## src/pwmt_defines.vh

```
// Purpose: register offsets, field positions and reset values of the pwm channel timer
// Assumes: apb byte addresses, one 32-bit word per register
// Notes: definitions only
`ifndef PWMT_DEFINES_VH
`define PWMT_DEFINES_VH

`define PWMT_ADDR_W 8
`define PWMT_OFF_ENABLE 8'h00
`define PWMT_OFF_POLARITY 8'h04
`define PWMT_OFF_CLKSEL 8'h08
`define PWMT_OFF_ALIGN 8'h0c
`define PWMT_OFF_CTRL 8'h10
`define PWMT_OFF_CNT_BASE 8'h14
`define PWMT_OFF_PER_BASE 8'h24
`define PWMT_OFF_DTY_BASE 8'h34
`define PWMT_OFF_STRIDE 8'h04

`define PWMT_CTRL_JOIN_LOWER 0
`define PWMT_CTRL_JOIN_UPPER 1

`define PWMT_RST_BYTE 8'h00
`define PWMT_RST_NIBBLE 4'h0
`define PWMT_DIR_UP 1'b0
`define PWMT_DIR_DOWN 1'b1

`endif

```

## src/pwmt_channel_timer.v

```verilog
// Purpose: four 8-bit pwm channel timers, pairable into two 16-bit channels, apb slave
// Assumes: channel clocks arrive as one-cycle tick pulses from an external prescaler
// Notes: pready is always high, so every transfer has zero wait states
`include "pwmt_defines.vh"

// Function
// - period and duty double buffered, loaded at safe points
// - disabled channel writes go straight to active
// - own 8-bit up/down counter per channel tick
// - duty match toggles output flip-flop
// - counter reads never disturb counting
// - counter write clears, counts up, loads buffers
// - disabled counter holds and later resumes
// - disabled, zero period clears counter on tick
// - counter cleared at effective period end
// - alignment bit selects left or center mode
// - left mode counts up, period match restarts
// - left frequency equals tick rate over period
// - center mode up at zero, down after period
// - center down duty match toggles, zero reloads
// - center effective period is twice period
// - two join bits make 16-bit channel pairs
// - lower-numbered channel holds high-order bytes
// - joined channel uses low-order control and pin
// - joined high-order enable ignored, pin off
// - any counter byte write clears both bytes
// - polarity sets starting level of each cycle
// - reset gives up count, disabled, idle counters
module pwmt_channel_timer (
  input wire mclk,
  input wire arst_n,
  input wire psel,
  input wire penable,
  input wire pwrite,
  input wire [31:0] paddr,
  input wire [31:0] pwdata,
  output wire [31:0] prdata,
  output wire pready,
  output wire pslverr,
  input wire presc_tick_a,
  input wire scaled_tick_a,
  input wire presc_tick_b,
  input wire scaled_tick_b,
  output wire [3:0] channel_output_pin
);

  reg [3:0] channel_enable_bit_ff;
  reg [3:0] output_polarity_bit_ff;
  reg [3:0] channel_clock_select_bit_ff;
  reg [3:0] center_align_bit_ff;
  reg [1:0] join_ff;
  reg [7:0] cnt_ff [0:3];
  reg [7:0] pbuf_ff [0:3];
  reg [7:0] dbuf_ff [0:3];
  reg [7:0] pact_ff [0:3];
  reg [7:0] dact_ff [0:3];
  reg [3:0] dir_ff;
  reg [3:0] flop_ff;
  reg [3:0] pin_ff;
  reg [31:0] prdata_ff;
  reg pslverr_ff;

  reg [7:0] nxt_cnt [0:3];
  reg [7:0] nxt_pbuf [0:3];
  reg [7:0] nxt_dbuf [0:3];
  reg [7:0] nxt_pact [0:3];
  reg [7:0] nxt_dact [0:3];
  reg [3:0] nxt_dir;
  reg [3:0] nxt_flop;
  reg [3:0] nxt_pin;
  reg [31:0] nxt_prdata;
  reg nxt_err;

  reg [15:0] c;
  reg [15:0] p;
  reg [15:0] d;
  reg [15:0] nc;
  reg ndir;
  reg nfl;
  reg ld;
  reg jn;
  reg en;
  reg tk;
  reg cwr;
  integer i;
  integer h;
  integer j;
  integer k;

  wire setup = psel & ~penable;
  wire wr_go = psel & penable & pwrite;
  wire [7:0] addr = paddr[7:0];
  wire hi_zero = (paddr[31:8] == 24'h000000);

  assign pready = 1'b1;
  assign prdata = prdata_ff;
  assign pslverr = pslverr_ff;
  assign channel_output_pin = pin_ff;

  // enable that governs channel ch; joined high-order channels follow their partner
  function ctl_en;
    input integer ch;
    begin
      if (join_ff[ch >> 1]) begin
        ctl_en = channel_enable_bit_ff[ch | 1];
      end else begin
        ctl_en = channel_enable_bit_ff[ch];
      end
    end
  endfunction

  // true when addr hits register base + stride * ch
  function hit;
    input [7:0] base;
    input integer ch;
    begin
      hit = hi_zero && (addr == base + (`PWMT_OFF_STRIDE * ch[7:0]));
    end
  endfunction

  // true when addr hits the single control register at off
  function at_off;
    input [7:0] off;
    begin
      at_off = hi_zero && (addr == off);
    end
  endfunction

  // channel tick: channels 0,1 use clock a pair, channels 2,3 clock b pair
  function ch_tick;
    input integer ch;
    begin
      if (ch < 2) begin
        ch_tick = channel_clock_select_bit_ff[ch] ? scaled_tick_a : presc_tick_a;
      end else begin
        ch_tick = channel_clock_select_bit_ff[ch] ? scaled_tick_b : presc_tick_b;
      end
    end
  endfunction

  // read decode in setup phase; counters are only sampled, never changed here
  always @* begin
    nxt_prdata = 32'h00000000;
    nxt_err = 1'b1;
    if (hi_zero) begin
      case (addr)
        `PWMT_OFF_ENABLE: begin
          nxt_prdata = {28'h0000000, channel_enable_bit_ff};
          nxt_err = 1'b0;
        end
        `PWMT_OFF_POLARITY: begin
          nxt_prdata = {28'h0000000, output_polarity_bit_ff};
          nxt_err = 1'b0;
        end
        `PWMT_OFF_CLKSEL: begin
          nxt_prdata = {28'h0000000, channel_clock_select_bit_ff};
          nxt_err = 1'b0;
        end
        `PWMT_OFF_ALIGN: begin
          nxt_prdata = {28'h0000000, center_align_bit_ff};
          nxt_err = 1'b0;
        end
        `PWMT_OFF_CTRL: begin
          nxt_prdata = {30'h0, join_ff};
          nxt_err = 1'b0;
        end
        default: begin
          nxt_err = 1'b1;
        end
      endcase
    end
    for (j = 0; j < 4; j = j + 1) begin
      if (hit(`PWMT_OFF_CNT_BASE, j)) begin
        nxt_prdata = {24'h000000, cnt_ff[j]};
        nxt_err = 1'b0;
      end
      if (hit(`PWMT_OFF_PER_BASE, j)) begin
        nxt_prdata = {24'h000000, pbuf_ff[j]};
        nxt_err = 1'b0;
      end
      if (hit(`PWMT_OFF_DTY_BASE, j)) begin
        nxt_prdata = {24'h000000, dbuf_ff[j]};
        nxt_err = 1'b0;
      end
    end
  end

  // channel engines; a joined pair runs as one 16-bit engine on the low-order channel
  always @* begin
    c = 16'h0000;
    p = 16'h0000;
    d = 16'h0000;
    nc = 16'h0000;
    ndir = `PWMT_DIR_UP;
    nfl = 1'b0;
    ld = 1'b0;
    jn = 1'b0;
    en = 1'b0;
    tk = 1'b0;
    cwr = 1'b0;
    h = 0;
    nxt_dir = dir_ff;
    nxt_flop = flop_ff;
    nxt_pin = 4'h0;
    for (i = 0; i < 4; i = i + 1) begin
      nxt_cnt[i] = cnt_ff[i];
      nxt_pbuf[i] = pbuf_ff[i];
      nxt_dbuf[i] = dbuf_ff[i];
      if (wr_go && hit(`PWMT_OFF_PER_BASE, i)) begin
        nxt_pbuf[i] = pwdata[7:0];
      end
      if (wr_go && hit(`PWMT_OFF_DTY_BASE, i)) begin
        nxt_dbuf[i] = pwdata[7:0];
      end
      // disabled channel: latches track the buffer, including a write this cycle
      if (!ctl_en(i)) begin
        nxt_pact[i] = nxt_pbuf[i];
        nxt_dact[i] = nxt_dbuf[i];
      end else begin
        nxt_pact[i] = pact_ff[i];
        nxt_dact[i] = dact_ff[i];
      end
    end
    for (i = 0; i < 4; i = i + 1) begin
      h = i & 2;
      jn = join_ff[i >> 1];
      if (!(jn && (i % 2 == 0))) begin
        en = channel_enable_bit_ff[i];
        tk = ch_tick(i);
        cwr = wr_go && hit(`PWMT_OFF_CNT_BASE, i);
        if (jn) begin
          c = {cnt_ff[h], cnt_ff[i]};
          p = {pact_ff[h], pact_ff[i]};
          d = {dact_ff[h], dact_ff[i]};
          cwr = cwr | (wr_go && hit(`PWMT_OFF_CNT_BASE, h));
        end else begin
          c = {8'h00, cnt_ff[i]};
          p = {8'h00, pact_ff[i]};
          d = {8'h00, dact_ff[i]};
        end
        nc = c;
        ndir = dir_ff[i];
        nfl = flop_ff[i];
        ld = 1'b0;
        if (cwr) begin
          nc = 16'h0000;
          ndir = `PWMT_DIR_UP;
          ld = 1'b1;
          nfl = 1'b0;
        end else if (en && tk) begin
          if (center_align_bit_ff[i]) begin
            // counting up from 0 to period, then down to 0: twice the period
            if (dir_ff[i] == `PWMT_DIR_UP || c == 16'h0000) begin
              nc = c + 16'h0001;
              if (nc == p) begin
                ndir = `PWMT_DIR_DOWN;
              end else begin
                ndir = `PWMT_DIR_UP;
              end
            end else begin
              nc = c - 16'h0001;
              if (nc == 16'h0000) begin
                ndir = `PWMT_DIR_UP;
                ld = 1'b1;
              end
            end
            if (nc == d) begin
              nfl = ~nfl;
            end
            if (ld) begin
              nfl = 1'b0;
            end
          end else begin
            nc = c + 16'h0001;
            ndir = `PWMT_DIR_UP;
            if (nc == p) begin
              nc = 16'h0000;
              ld = 1'b1;
              nfl = 1'b0;
            end else if (nc == d) begin
              nfl = ~nfl;
            end
          end
        end else if (!en && tk && p == 16'h0000) begin
          nc = 16'h0000;
        end
        if (!jn) begin
          nc[15:8] = 8'h00; // plain channels wrap at 8 bits
        end
        nxt_cnt[i] = nc[7:0];
        nxt_dir[i] = ndir;
        nxt_flop[i] = nfl;
        if (ld) begin
          nxt_pact[i] = pbuf_ff[i];
          nxt_dact[i] = dbuf_ff[i];
        end
        if (jn) begin
          nxt_cnt[h] = nc[15:8];
          if (ld) begin
            nxt_pact[h] = pbuf_ff[h];
            nxt_dact[h] = dbuf_ff[h];
          end
        end
        // flop cleared at cycle start, so the polarity gives the starting level
        nxt_pin[i] = en & (nfl ^ output_polarity_bit_ff[i]);
      end
    end
  end

  always @(posedge mclk or negedge arst_n) begin
    if (!arst_n) begin
      channel_enable_bit_ff <= `PWMT_RST_NIBBLE;
      output_polarity_bit_ff <= `PWMT_RST_NIBBLE;
      channel_clock_select_bit_ff <= `PWMT_RST_NIBBLE;
      center_align_bit_ff <= `PWMT_RST_NIBBLE;
      join_ff <= 2'h0;
      dir_ff <= 4'h0;
      flop_ff <= 4'h0;
      pin_ff <= 4'h0;
      prdata_ff <= 32'h00000000;
      pslverr_ff <= 1'b0;
      for (k = 0; k < 4; k = k + 1) begin
        cnt_ff[k] <= `PWMT_RST_BYTE;
        pbuf_ff[k] <= `PWMT_RST_BYTE;
        dbuf_ff[k] <= `PWMT_RST_BYTE;
        pact_ff[k] <= `PWMT_RST_BYTE;
        dact_ff[k] <= `PWMT_RST_BYTE;
      end
    end else begin
      if (wr_go && at_off(`PWMT_OFF_ENABLE)) begin
        channel_enable_bit_ff <= pwdata[3:0];
      end
      if (wr_go && at_off(`PWMT_OFF_POLARITY)) begin
        output_polarity_bit_ff <= pwdata[3:0];
      end
      if (wr_go && at_off(`PWMT_OFF_CLKSEL)) begin
        channel_clock_select_bit_ff <= pwdata[3:0];
      end
      if (wr_go && at_off(`PWMT_OFF_ALIGN)) begin
        center_align_bit_ff <= pwdata[3:0];
      end
      // changing a join bit while running gives an irregular cycle; not blocked
      if (wr_go && at_off(`PWMT_OFF_CTRL)) begin
        join_ff <= pwdata[1:0];
      end
      dir_ff <= nxt_dir;
      flop_ff <= nxt_flop;
      pin_ff <= nxt_pin;
      // captured in setup so the answer stands through the whole access cycle
      if (setup) begin
        if (pwrite) begin
          prdata_ff <= 32'h00000000;
        end else begin
          prdata_ff <= nxt_prdata;
        end
        pslverr_ff <= nxt_err;
      end
      for (k = 0; k < 4; k = k + 1) begin
        cnt_ff[k] <= nxt_cnt[k];
        pbuf_ff[k] <= nxt_pbuf[k];
        dbuf_ff[k] <= nxt_dbuf[k];
        pact_ff[k] <= nxt_pact[k];
        dact_ff[k] <= nxt_dact[k];
      end
    end
  end

endmodule

```

## config.mk

```make
export PLATFORM = sky130hd
export DESIGN_NAME = pwmt_channel_timer
export DESIGN_NICKNAME = d
export VERILOG_FILES = /design/src/pwmt_channel_timer.v
export VERILOG_INCLUDE_DIRS = /design/src
export SDC_FILE = /design/constraint.sdc
export NUM_CORES = 1
export LEC_CHECK = 0
export BUFFER_PORTS_ARGS = -buffer_cell sky130_fd_sc_hd__buf_4
export CAP_MARGIN = 20
export CORE_MARGIN = 2
export CORE_UTILIZATION = 55
export CTS_CLUSTER_SIZE = 14
export DETAILED_ROUTE_END_ITERATION = 6
export PLACE_DENSITY = 0.74
export SETUP_SLACK_MARGIN = 0.1
export SLEW_MARGIN = 40
export SYNTH_ARGS = -nofsm -noshare
export SYNTH_HDL_FRONTEND = slang
export SYNTH_SLANG_ARGS = --single-unit
```

## constraint.sdc

```tcl
create_clock -name mclk -period 5.4 [get_ports mclk]
set_clock_uncertainty 0.1 [all_clocks]
set_input_delay 1.08 -clock mclk [delete_from_list [all_inputs] [get_ports mclk]]
set_output_delay 1.08 -clock mclk [all_outputs]
set_load 0.01 [all_outputs]
```

==> impl_metrics.env <==
export IMPL_p_sw_share_pct=23.4
export IMPL_hold_viol_final=0
export IMPL_cts_setup_buffers=0
export IMPL_crit_required_ns=5.67
export IMPL_cpMostUsedCell="or4_1"
export IMPL_coreArea_um2=29600
export IMPL_antenna_found_initial=1
export IMPL_final_nets=2030
export IMPL_hold_buffers=0
export IMPL_p_sw_mw=0.693
export IMPL_die_y_um=178
export IMPL_root_buffer="clkbuf_16"
export IMPL_cts_resized=0
export IMPL_maxSlewViolCount=0
export IMPL_rows=63
export IMPL_synth_edf_count=0
export IMPL_post_route_period_util_pct=90.2
export IMPL_place_area_um2=17500
export IMPL_utilization_pct=61.1
export IMPL_cts_tree="done"
export IMPL_final_setup_viol_count=0
export IMPL_slowest_delay_ns=0.74
export IMPL_path_class="register to register"
export IMPL_dp_hpwl_um=45400
export IMPL_p_seq_share_pct=50.3
export IMPL_wl_per_cell_um=26.1
export IMPL_clock_sinks=199
export IMPL_async_flop_share_pct=100
export IMPL_port_buffers=61
export IMPL_first_global_vias=15500
export IMPL_cts_buffer_depth=2
export IMPL_syn_area_um2=16600
export IMPL_status="complete, but fails checks"
export IMPL_via_per_inst=6.92
export IMPL_tns_ns=0
export IMPL_r2r_slack_ns=0.53
export IMPL_internal_power_mw=2.27
export IMPL_ir_drop_mv=0.175
export IMPL_synth_top_flop_cell="dfrtp_1"
export IMPL_h_tree_depth=4
export IMPL_leakage_nw=7.92
export IMPL_ys_ff_latch=199
export IMPL_ys_seq_area_share_pct=30.1
export IMPL_critPathArrivalTime_ns=5.14
export IMPL_fp_dieArea_um2=31500
export IMPL_power_per_cell_area_nw_per_um2=164
export IMPL_drt_initial_drc_count=1810
export IMPL_synth_cells=1916
export IMPL_routed_wl_um=61200
export IMPL_worst_slew_pin_slew_ns=0.871
export IMPL_rsz0062_at_grt="false"
export IMPL_drcViolationCount=3
export IMPL_final_cell_mix="197 x dfrtp_1, 185 x nand2_1, 170 x mux2_2"
export IMPL_cts_made_buffers=17
export IMPL_drv_cap=0
export IMPL_dr_pass1_iters=7
export IMPL_clkLatencyLatePin_ns=0.44
export IMPL_final_common_cell="dfrtp_1"
export IMPL_die_w_um=178
export IMPL_period_needed_ns=4.87
export IMPL_layout_drive_gt1_share_pct=19.1
export IMPL_crit_path_start_kind="register"
export IMPL_clk_pin_slew_ns=0.08
export IMPL_gp_congestion=0.990
export IMPL_reg2regPathDepth=11
export IMPL_hold_depth=2
export IMPL_gr_total_overflow=0
export IMPL_timing_fmax_mhz=205
export IMPL_worst_path_max_delay_cell="nor4_1"
export IMPL_io_pins=111
export IMPL_pwr_share_clk_pct=45.4
export IMPL_grt_max_degree=109
export IMPL_comb_power_share_pct=4.3
export IMPL_slew_headroom_pct=41.7
export IMPL_grt_pass1_wl_um=93400
export IMPL_path_max_fanout=11
export IMPL_vias=16200
export IMPL_violations="DRC"
export IMPL_hold_class="register to register"
export IMPL_avgSynthCellArea_um2=8.64
export IMPL_crit_chain="nor4_1, a211oi_1, o21ai_0, o21ai_1, a211o_1, or4_1, or4_1, or4_1, a211oi_2, a311o_2, mux2i_1"
export IMPL_yosys_warnings=0
export IMPL_synth_distinct_cells=91
export IMPL_finalInstanceArea_um2=18100
export IMPL_ant_nets=0
export IMPL_grt_usage_pct=39.2
export IMPL_syn2layout_area_growth_pct=9.44
export IMPL_start_util_pct=55.9
export IMPL_end_kind="register"
==> metal layers <==
metal / global-route usage [%] / wire length [um] / vias to the layer above
li1: - / - / 7109
met2: 65.2 / 29400 / 960
met3: 6.02 / 4530 / 275
met5: 0 / 0 / -
met1: 47.0 / 22600 / 7881
met4: 26.0 / 4690 / 0
==> cell type report <==
cell class                      instances  area, um^2
Timing Repair Buffer                  139        1070
Inverter                               45         169
Sequential cell                       199        4980
Fill cell                            2553       11500
Multi-Input combinational cell       1539       10800
Clock inverter                         10         145
Tap cell                              390         488
Antenna cell                            1        2.50
Clock buffer                           22         454
==> cell usage after synthesis (26+ instances only) <==
cell / number / share of area (%)
a21oi_1: 82 / 2.5
buf_4: 26 / 1.2
clkbuf_1: 93 / 2.1
dfrtp_1: 199 / 30
inv_1: 42 / 0.95
mux2_2: 170 / 12
mux2i_1: 50 / 3.0
nand2_1: 185 / 4.2
nand3_1: 43 / 1.3
nand4_1: 26 / 0.98
nor2_1: 122 / 2.8
nor3_1: 57 / 1.7
nor4_1: 46 / 1.7
o21ai_0: 86 / 2.6
o31ai_1: 26 / 1.2
xnor2_1: 125 / 6.6
xor2_1: 58 / 3.1
==> flip-flops by register name, indices dropped and copies added, names as in the netlist, 8 cells and up <==
signal   cells
cnt_ff      32
prdata       8
pbuf_ff     32
dact_ff     32
dbuf_ff     32
pact_ff     32
==> critical path: cells and delay by family (launching register included) <==
kind               cells  cell delay [ns]
DFF                    1             0.59
muxes                  1             0.19
and+or+nand+nor        4             2.19
AOI/OAI and AO/OA      6             1.74
==> path summary, 6_finish.rpt <==
check	start	end
max in group asynchronous	arst_n	channel_enable_bit_ff[1]
worst min-delay path	prdata[1]	prdata[1]
worst max register to register	cnt_ff[12]	channel_output_pin[3]
min in group asynchronous	arst_n	cnt_ff[19]
worst max-delay path	cnt_ff[12]	channel_output_pin[3]
worst min register to register	prdata[1]	prdata[1]
==> per-stage QoR <==
stage	setup slack, ns	cells	power, mW	hold slack [ns]
2_1_floorplan	1.18	1939	1.57	0.364
3_3_place_gp	0.681	2312	1.64	0.364
3_5_place_dp	0.675	2312	1.65	0.380
4_1_cts	0.655	2344	2.97	0.406
5_1_grt	0.415	2345	3.05	0.423
6_report	0.531	2345	2.97	0.402
==> power by group through the flow <==
stage               Combinational, mW  Sequential, mW  Clock, mW
floorplan                      0.0483            1.52          0
global placement                0.124            1.52          0
detailed placement              0.127            1.52          0
CTS                             0.127            1.49       1.35
global route                    0.139            1.49       1.42
finish                          0.128            1.49       1.35
==> logic make-up after synthesis <==
group	share of synthesized area, %
fa+ha+maj	1.21
flops	30.1
xor+xnor	9.95
compound gates	18.5
buf+inv	5.33
simple gates	20.0
other cells	0.0454
mux	14.9
(Power assumes the default switching activity.)
